--- config.mk ---
export PLATFORM = sky130hd
export DESIGN_NAME = cwdt_top
export DESIGN_NICKNAME = d
export VERILOG_FILES = /design/src/cwdt_pkg.sv /design/src/cwdt_top.sv
export SDC_FILE = /design/constraint.sdc
export NUM_CORES = 1
export LEC_CHECK = 0
export ABC_AREA = 0
export BUFFER_PORTS_ARGS = -buffer_cell sky130_fd_sc_hd__buf_2
export CORE_MARGIN = 4
export CORE_UTILIZATION = 60
export DETAILED_ROUTE_END_ITERATION = 8
export GPL_ROUTABILITY_DRIVEN = 0
export PLACE_DENSITY = 0.78
export SETUP_SLACK_MARGIN = 0.2
export SLEW_MARGIN = 40
export SYNTH_ARGS = -nofsm -noshare
export SYNTH_HDL_FRONTEND = slang
export SYNTH_SLANG_ARGS = --single-unit
--- constraint.sdc ---
create_clock -name CORE_CLK_IN -period 3.7 [get_ports CORE_CLK_IN]
set_clock_uncertainty 0.05 [all_clocks]
set_input_delay 0.185 -clock CORE_CLK_IN [delete_from_list [all_inputs] [get_ports CORE_CLK_IN]]
set_output_delay 0.185 -clock CORE_CLK_IN [all_outputs]
set_load 0.01 [all_outputs]
--- src/cwdt_pkg.sv ---
package cwdt_pkg;
  // Timeout interval in milliseconds and the clock rate in kHz.
  localparam int TIMEOUT_MS = 1600;
  localparam int CLK_KHZ = 50000;
  // Longest allowed time converts exactly to whole cycles.
  localparam longint TIMEOUT_CYC_L = longint'(TIMEOUT_MS) * CLK_KHZ;
  localparam int TIMEOUT_CYC = int'(TIMEOUT_CYC_L);
  localparam int CNT_W = 32;

  // Board-level mode selector encoding.
  typedef enum logic [1:0] {
    CWDT_MODE_OFF = 2'h0,
    CWDT_MODE_RESET = 2'h1,
    CWDT_MODE_NMI = 2'h2
  } cwdt_mode_t;

  // Software request strobes from the processor core.
  typedef struct packed {
    logic enable;
    logic clear;
    logic disable_wd;
  } cwdt_req_t;

  typedef enum logic [1:0] {
    CWDT_IDLE = 2'b00,
    CWDT_RUN = 2'b01,
    CWDT_TRIP = 2'b11
  } cwdt_state_t;

  typedef struct packed {
    cwdt_state_t st;
    logic [CNT_W-1:0] cnt;
    logic cpu_rst;
    logic nmi;
  } cwdt_regs_t;

  localparam logic [CNT_W-1:0] CNT_RST = 32'h0000_0000;
endpackage : cwdt_pkg

--- src/cwdt_top.sv ---
`timescale 1ns/100ps
// Functional notes
// - Inactive, no reset or interrupt, until software enables it.
// - Missed clear trips: processor reset or NMI by selected mode.
// - Clear requests are accepted while enabled and prevent the trip.
// - Software disables before program end; timing then stops.
// - Board selector chooses disabled, reset on timeout, or NMI.
module cwdt_top #(
  parameter int TIMEOUT_CYCLES = cwdt_pkg::TIMEOUT_CYC
) (
  input wire logic CORE_CLK_IN,
  input wire logic RST_N_IN,
  input wire cwdt_pkg::cwdt_req_t REQ_IN,
  input wire cwdt_pkg::cwdt_mode_t WATCHDOG_MODE_SELECTOR_IN,
  output logic ENABLED_OUT,
  output logic CPU_RESET_OUT,
  output logic NMI_OUT
);
  import cwdt_pkg::*;

  // A limit below two cycles leaves no room to count, and a larger one
  // would not fit the signed int parameter; the count compare is unsigned.
  if (TIMEOUT_CYCLES < 2 || TIMEOUT_CYCLES > 32'h7FFF_FFFF) begin : g_bad
    $error("TIMEOUT_CYCLES out of range");
  end

  localparam logic [CNT_W-1:0] LIMIT = CNT_W'(TIMEOUT_CYCLES - 1);

  // Off position of the strap; any other code lets the watchdog run.
  function automatic logic mode_live(input cwdt_mode_t m);
    return m != CWDT_MODE_OFF;
  endfunction : mode_live

  cwdt_regs_t r_q;
  cwdt_regs_t r_d;

  always_comb begin
    r_d = r_q;
    r_d.cpu_rst = 1'b0;
    unique case (r_q.st)
      CWDT_IDLE: begin
        r_d.cnt = CNT_RST;
        // The selector in the off position blocks enabling altogether.
        if (REQ_IN.enable && WATCHDOG_MODE_SELECTOR_IN != CWDT_MODE_OFF) begin
          r_d.st = CWDT_RUN;
        end
      end
      CWDT_RUN: begin
        if (REQ_IN.disable_wd || WATCHDOG_MODE_SELECTOR_IN == CWDT_MODE_OFF) begin
          r_d.st = CWDT_IDLE;
          r_d.cnt = CNT_RST;
        end else if (REQ_IN.clear) begin
          r_d.cnt = CNT_RST;
        end else if (r_q.cnt >= LIMIT) begin
          r_d.st = CWDT_TRIP;
          r_d.cnt = CNT_RST;
          if (WATCHDOG_MODE_SELECTOR_IN == CWDT_MODE_RESET) begin
            r_d.cpu_rst = 1'b1;
          end else begin
            r_d.nmi = 1'b1;
          end
        end else begin
          r_d.cnt = r_q.cnt + 1'b1;
        end
      end
      CWDT_TRIP: begin
        // A reset trip returns to idle, since the processor restarts.
        // An NMI holds until software clears or disables, or the selector goes to off.
        if (!r_q.nmi || REQ_IN.disable_wd || REQ_IN.clear
            || WATCHDOG_MODE_SELECTOR_IN == CWDT_MODE_OFF) begin
          r_d.nmi = 1'b0;
          r_d.st = r_q.nmi && REQ_IN.clear && !REQ_IN.disable_wd
                   && WATCHDOG_MODE_SELECTOR_IN != CWDT_MODE_OFF
                   ? CWDT_RUN : CWDT_IDLE;
        end
      end
      default: begin
        r_d.st = CWDT_IDLE;
        r_d.nmi = 1'b0;
        r_d.cnt = CNT_RST;
      end
    endcase
  end

  always_ff @(posedge CORE_CLK_IN or negedge RST_N_IN) begin
    if (!RST_N_IN) begin
      r_q <= '{st: CWDT_IDLE, cnt: CNT_RST, cpu_rst: 1'b0, nmi: 1'b0};
    end else begin
      r_q <= r_d;
    end
  end

  // A reset trip does not count as enabled: the processor restarts and
  // must enable the watchdog again.
  assign ENABLED_OUT = r_q.st == CWDT_RUN
                       || (r_q.st == CWDT_TRIP && r_q.nmi);
  assign CPU_RESET_OUT = r_q.cpu_rst;
  assign NMI_OUT = r_q.nmi;
endmodule : cwdt_top

After elaboration in Yosys (flattened, before gate mapping)
Index checks and enable logic that the tools add are counted.
- $add $sub $neg: 1
- order comparisons: 1
- equal/unequal tests: 11
- muxes and demuxes: 18
- bitwise gates (word level): 1
- reductions and logical operators: 17
- operator list (kind ; number):
    32-bit 2-to-1 mux ; 2
    32-bit one-hot mux with 2 select lines ; 1
    34-bit 2-to-1 mux ; 1
    32-bit by 1-bit adder with 32-bit output (second input constant) ; 1
    32-bit by 27-bit greater-or-equal comparator with 1-bit output (second input constant) ; 1
    2-bit 2-to-1 mux ; 7
    2-bit inequality test (second input constant) ; 6
    3-bit inequality test (second input constant) ; 2
    2-bit one-hot mux with 3 select lines ; 1
    6-bit AND reduction ; 1
    1-bit logical AND ; 5
    1-bit logical OR ; 5
    1-bit 2-to-1 mux ; 5
    2-bit by 1-bit == test with 1-bit output (second input constant) ; 2
    2-bit zero test ; 2
    4-bit AND reduction ; 1
    1-bit one-hot mux with 3 select lines ; 1
    2-bit == test (second input constant) ; 1
    1-bit zero test ; 2
    2-bit nonzero test ; 1
    1-bit inverter ; 1
- register bits after elaboration: 36
- output and inout port bits: 3
- word-level logic and storage cells: 53

Longest topological paths before layout
- depth in word-level cells: 6
- gate-level depth with buffers: 8
- depth with buffers taken out: 6

Worst setup path after synthesis
No wires, ideal clock.
- kind: flip-flop to flip-flop
- start: reg r_q[34] (netlist bit)
- end: reg r_q[14] (netlist bit)
- library setup time: 71 ps
- arrival time: 1900 ps
- required time: 3579 ps
- setup slack: 1679 ps
- stages on the path, launching flop included: 7
- buffers on the path: 1
- period minus slack after synthesis: 2021 ps
- cells stage by stage: dfrtp_1 > nand2b_1 > or4_4 > a2111oi_4 > a21oi_4 > buf_6 > nor2_1
- word-level cells in the longest chain between the ends: 2
- ends and longest elaborated chain (item ; line ; RTL):
    start, declared ; cwdt_top.sv:34 ; cwdt_regs_t r_q;
    start signal, assigned ; cwdt_top.sv:87 ; r_q <= '{st: CWDT_IDLE, cnt: CNT_RST, cpu_rst: 1'b0, nmi: 1'b0};
    start signal, assigned ; cwdt_top.sv:89 ; r_q <= r_d;
    2-bit == test / 2-bit by 1-bit == test with 1-bit output (equally long branches) ; cwdt_top.sv:40 ; unique case (r_q.st)
    32-bit one-hot mux with 2 select lines ; cwdt_top.sv:40 ;
Parallel ways exist; a longest one is shown, timed or not.
A chain may end at the register's enable or synchronous reset.

Final worst setup path
- start: reg r_q[2] (netlist bit)
- end: reg r_q[28] (netlist bit)
- word-level cells in the longest chain between the ends: 5
- ends and longest elaborated chain (item ; line ; RTL):
    32-bit by 1-bit adder with 32-bit output / 32-bit by 27-bit greater-or-equal comparator with 1-bit output (equally long branches) ; cwdt_top.sv:63, cwdt_top.sv:54 ;
    32-bit 2-to-1 mux (*) ; cwdt_top.sv:54 ; end else if (r_q.cnt >= LIMIT) begin
    32-bit 2-to-1 mux (*) ; cwdt_top.sv:52 ; end else if (REQ_IN.clear) begin
    34-bit 2-to-1 mux (*) ; cwdt_top.sv:49 ; if (REQ_IN.disable_wd || WATCHDOG_MODE_SELECTOR_IN == CWDT_MODE_OFF) begin
    32-bit one-hot mux with 2 select lines (*) ; cwdt_top.sv:40 ;
Every way passes the cells marked *; elsewhere a longest branch is shown, timed or not.

==> metrics.cfg <==
[yosys]
synth_async_sr_flop_share=1.00
yosysTopAreaCell=dfrtp_1
yosys-top-cells-count=dfrtp_1 (36), nor2_1 (29), nand2_1 (19)
synth_enable_flop_cells=0
yosys-top-cells-area=dfrtp_1 (45%), nor2_1 (5.5%), xor2_1 (4.8%), nand2_1 (3.6%), xnor2_1 (3.5%)
yosys_warnings=0
syn-num-nets=212
ys_ff_latch=36
synth_flop_cell=dfrtp_1
syn_area_sq_um=1990
synth.distinct_cells=42
synthCells=204
synth.most_common_cell=dfrtp_1
yosysTopAreaCellShare=0.453
synth.avg_cell_area_sq_um=9.75
synth_seq_area_share=0.453

[status]
status=finished clean

[timing]
slew_headroom=0.557
worst_slew_pin_slew_ns=0.664
fin_tns_setup_ns=0
setup_viol=0
hold_viol_final=0
period_minus_slack_ns=2.45
max_freq_mhz=408
fin_crit_sh=0.662
drv_slew=0
rsz0062_at_grt=no

[cts]
cts.sinks=36
cts_buffers=5
post_cts_resized=0
clockRootBuffer=clkbuf_4
htreeDepth=2
clock_path_buffers=2
insertion_delay_ns=0.34
cts_tree=done
cts.reportedPaths.clkPinSlew_ns=0.10

[floorplan]
die_y_um=65.6
rows=20
ios=10
initial_core_util=0.641
core_area_sq_um=3100
die_w_um=65.6
dieArea_sq_um=4300

[detailed_routing]
ant_nets=0
via_count=1572
viasPerCell=6.07
drt-initial-drc-count=122
dr.pass1.iters=4
drt_wl_total_um=4070
avgRoutedWirePerCell_um=15.7
drc=0

[cells_and_area]
nets=222
antenna_cells=0
nFillCells=252
area_growth_pct=6.86
layout.cells.non_filler=259
drive_gt1_frac=0.163

[worst_setup_path]
crit_path_max_fanout=12
start_kind=flop
worstPathArrival_ns=2.67
cp_data_required_time_ns=3.92
worstSetupPathType=flop to flop
cp-end-kind=flop

[pwr]
p_clk_frac=0.339
p_sw_uw=150
pwr-share-comb=0.045
irDropWorstVdd_v=0.000190
powerDensity_nw_per_um2=304
intPower_uw=496
p_sw_frac=0.232
p_seq_frac=0.616
power.leakage_nw=0.922

[run]
max_cap_viol_count=0

[grt]
grt_pass1_wl_um=7110
grt.total_usage=0.215
grt_max_degree=37
first_global_vias=1539
gr-total-overflow=0
antenna_found_initial=0

[placed_design]
placed_cells_incl_taps=250
hpwl_um=2890
io_buffer_count=9

[min_path]
hold_path.class=input pin to flop

[path summary, 6_finish.rpt]
kind                       startpoint  endpoint  slack, ns  cells past startpoint
setup / recovery               r_q[2]   r_q[28]       1.25                      6
hold / removal              REQ_IN[2]   r_q[34]       0.03                      3
setup reg to reg               r_q[2]   r_q[28]       1.25                      6
hold reg to reg               r_q[28]   r_q[28]       0.48                      1
max in group asynchronous    RST_N_IN   r_q[27]       3.03                      2
min in group asynchronous    RST_N_IN   r_q[16]       0.27                      2
[power groups by stage]
| stage | Clock [mW] | Sequential [mW] | Combinational (mW) |
|---|---|---|---|
| detailed placement | 0 | 0.406 | 0.0284 |
| finish | 0.219 | 0.398 | 0.0289 |
| global placement | 0 | 0.406 | 0.0272 |
| global route | 0.246 | 0.399 | 0.0330 |
| floorplan | 0 | 0.405 | 0.0146 |
| CTS | 0.223 | 0.398 | 0.0292 |
[through the flow]
step	setup slack (ns)	area (sq um)	hold WS (ns)	power (mW)	util
after global routing	1.12	2130	0.0279	0.677	0.685
after detailed placement	1.02	2040	0.251	0.434	0.658
after global placement	1.20	2040	0.237	0.433	0.658
after CTS	1.00	2110	0.0382	0.651	0.681
after floorplan	1.68	1990	-0.161	0.420	-
final	1.25	2130	0.0320	0.646	0.685
[sequential cells by signal (all words and copies together) (netlist names)]
name,flops
CPU_RESET_OUT,1
NMI_OUT,1
r_q,34
[routing by layer]
metal  track usage  wire length [um]  up-vias
met5             0                 0        -
met4        0.0622                58        0
met3        0.0530               203        9
met2         0.348              1960       38
met1         0.285              1840      773
li1              -                 -      752
[layout make-up]
class / instances / area [sq um] / share of cell area
clock buffers: 6 / 51.3 / 0.0241
clock inverters: 2 / 10.0 / 0.00471
inverters: 3 / 11.3 / 0.00530
multi-input cells: 158 / 1040 / 0.489
flip-flops and latches: 36 / 901 / 0.424
well taps: 44 / 55.1 / 0.0259
repair buffers: 10 / 57.6 / 0.0271
[worst max-delay path, cell delays in order (launching register included)]
cell and delay (ns):
dfrtp_1 0.41, ha_1 0.23, nand3_1 0.19, nor4_1 0.10, o2111ai_2 0.55, or4b_2 0.64
a31oi_1 0.19
[layout by cell type (no fill, tap or decap), drive strengths merged, types with 7 or more instances in the layout]
master,count
dfrtp,36
nor3,7
buf,9
xnor2,8
xor2,11
and3,9
nand3,8
nand4,10
nand2,19
nor2,29
[timing repair]
item | CTS | global route
endpoints found under the hold margin | 36 | 0
setup buffers | 0 | 0
hold buffers | 1 | 0
[kinds of logic (layout without fill, tap and decap cells)]
family	Yosys count	in the layout	synth area share
XOR/XNOR	19	19	0.0836
AO/OA/AOI/OAI	22	22	0.100
adder cells (fa/ha/maj)	1	1	0.00629
flip-flops	36	36	0.453
multiplexers	1	1	0.00566
AND/OR/NAND/NOR	115	115	0.321
buffers and inverters	10	21	0.0302
No activity file was read; power rests on OpenSTA's default activity.
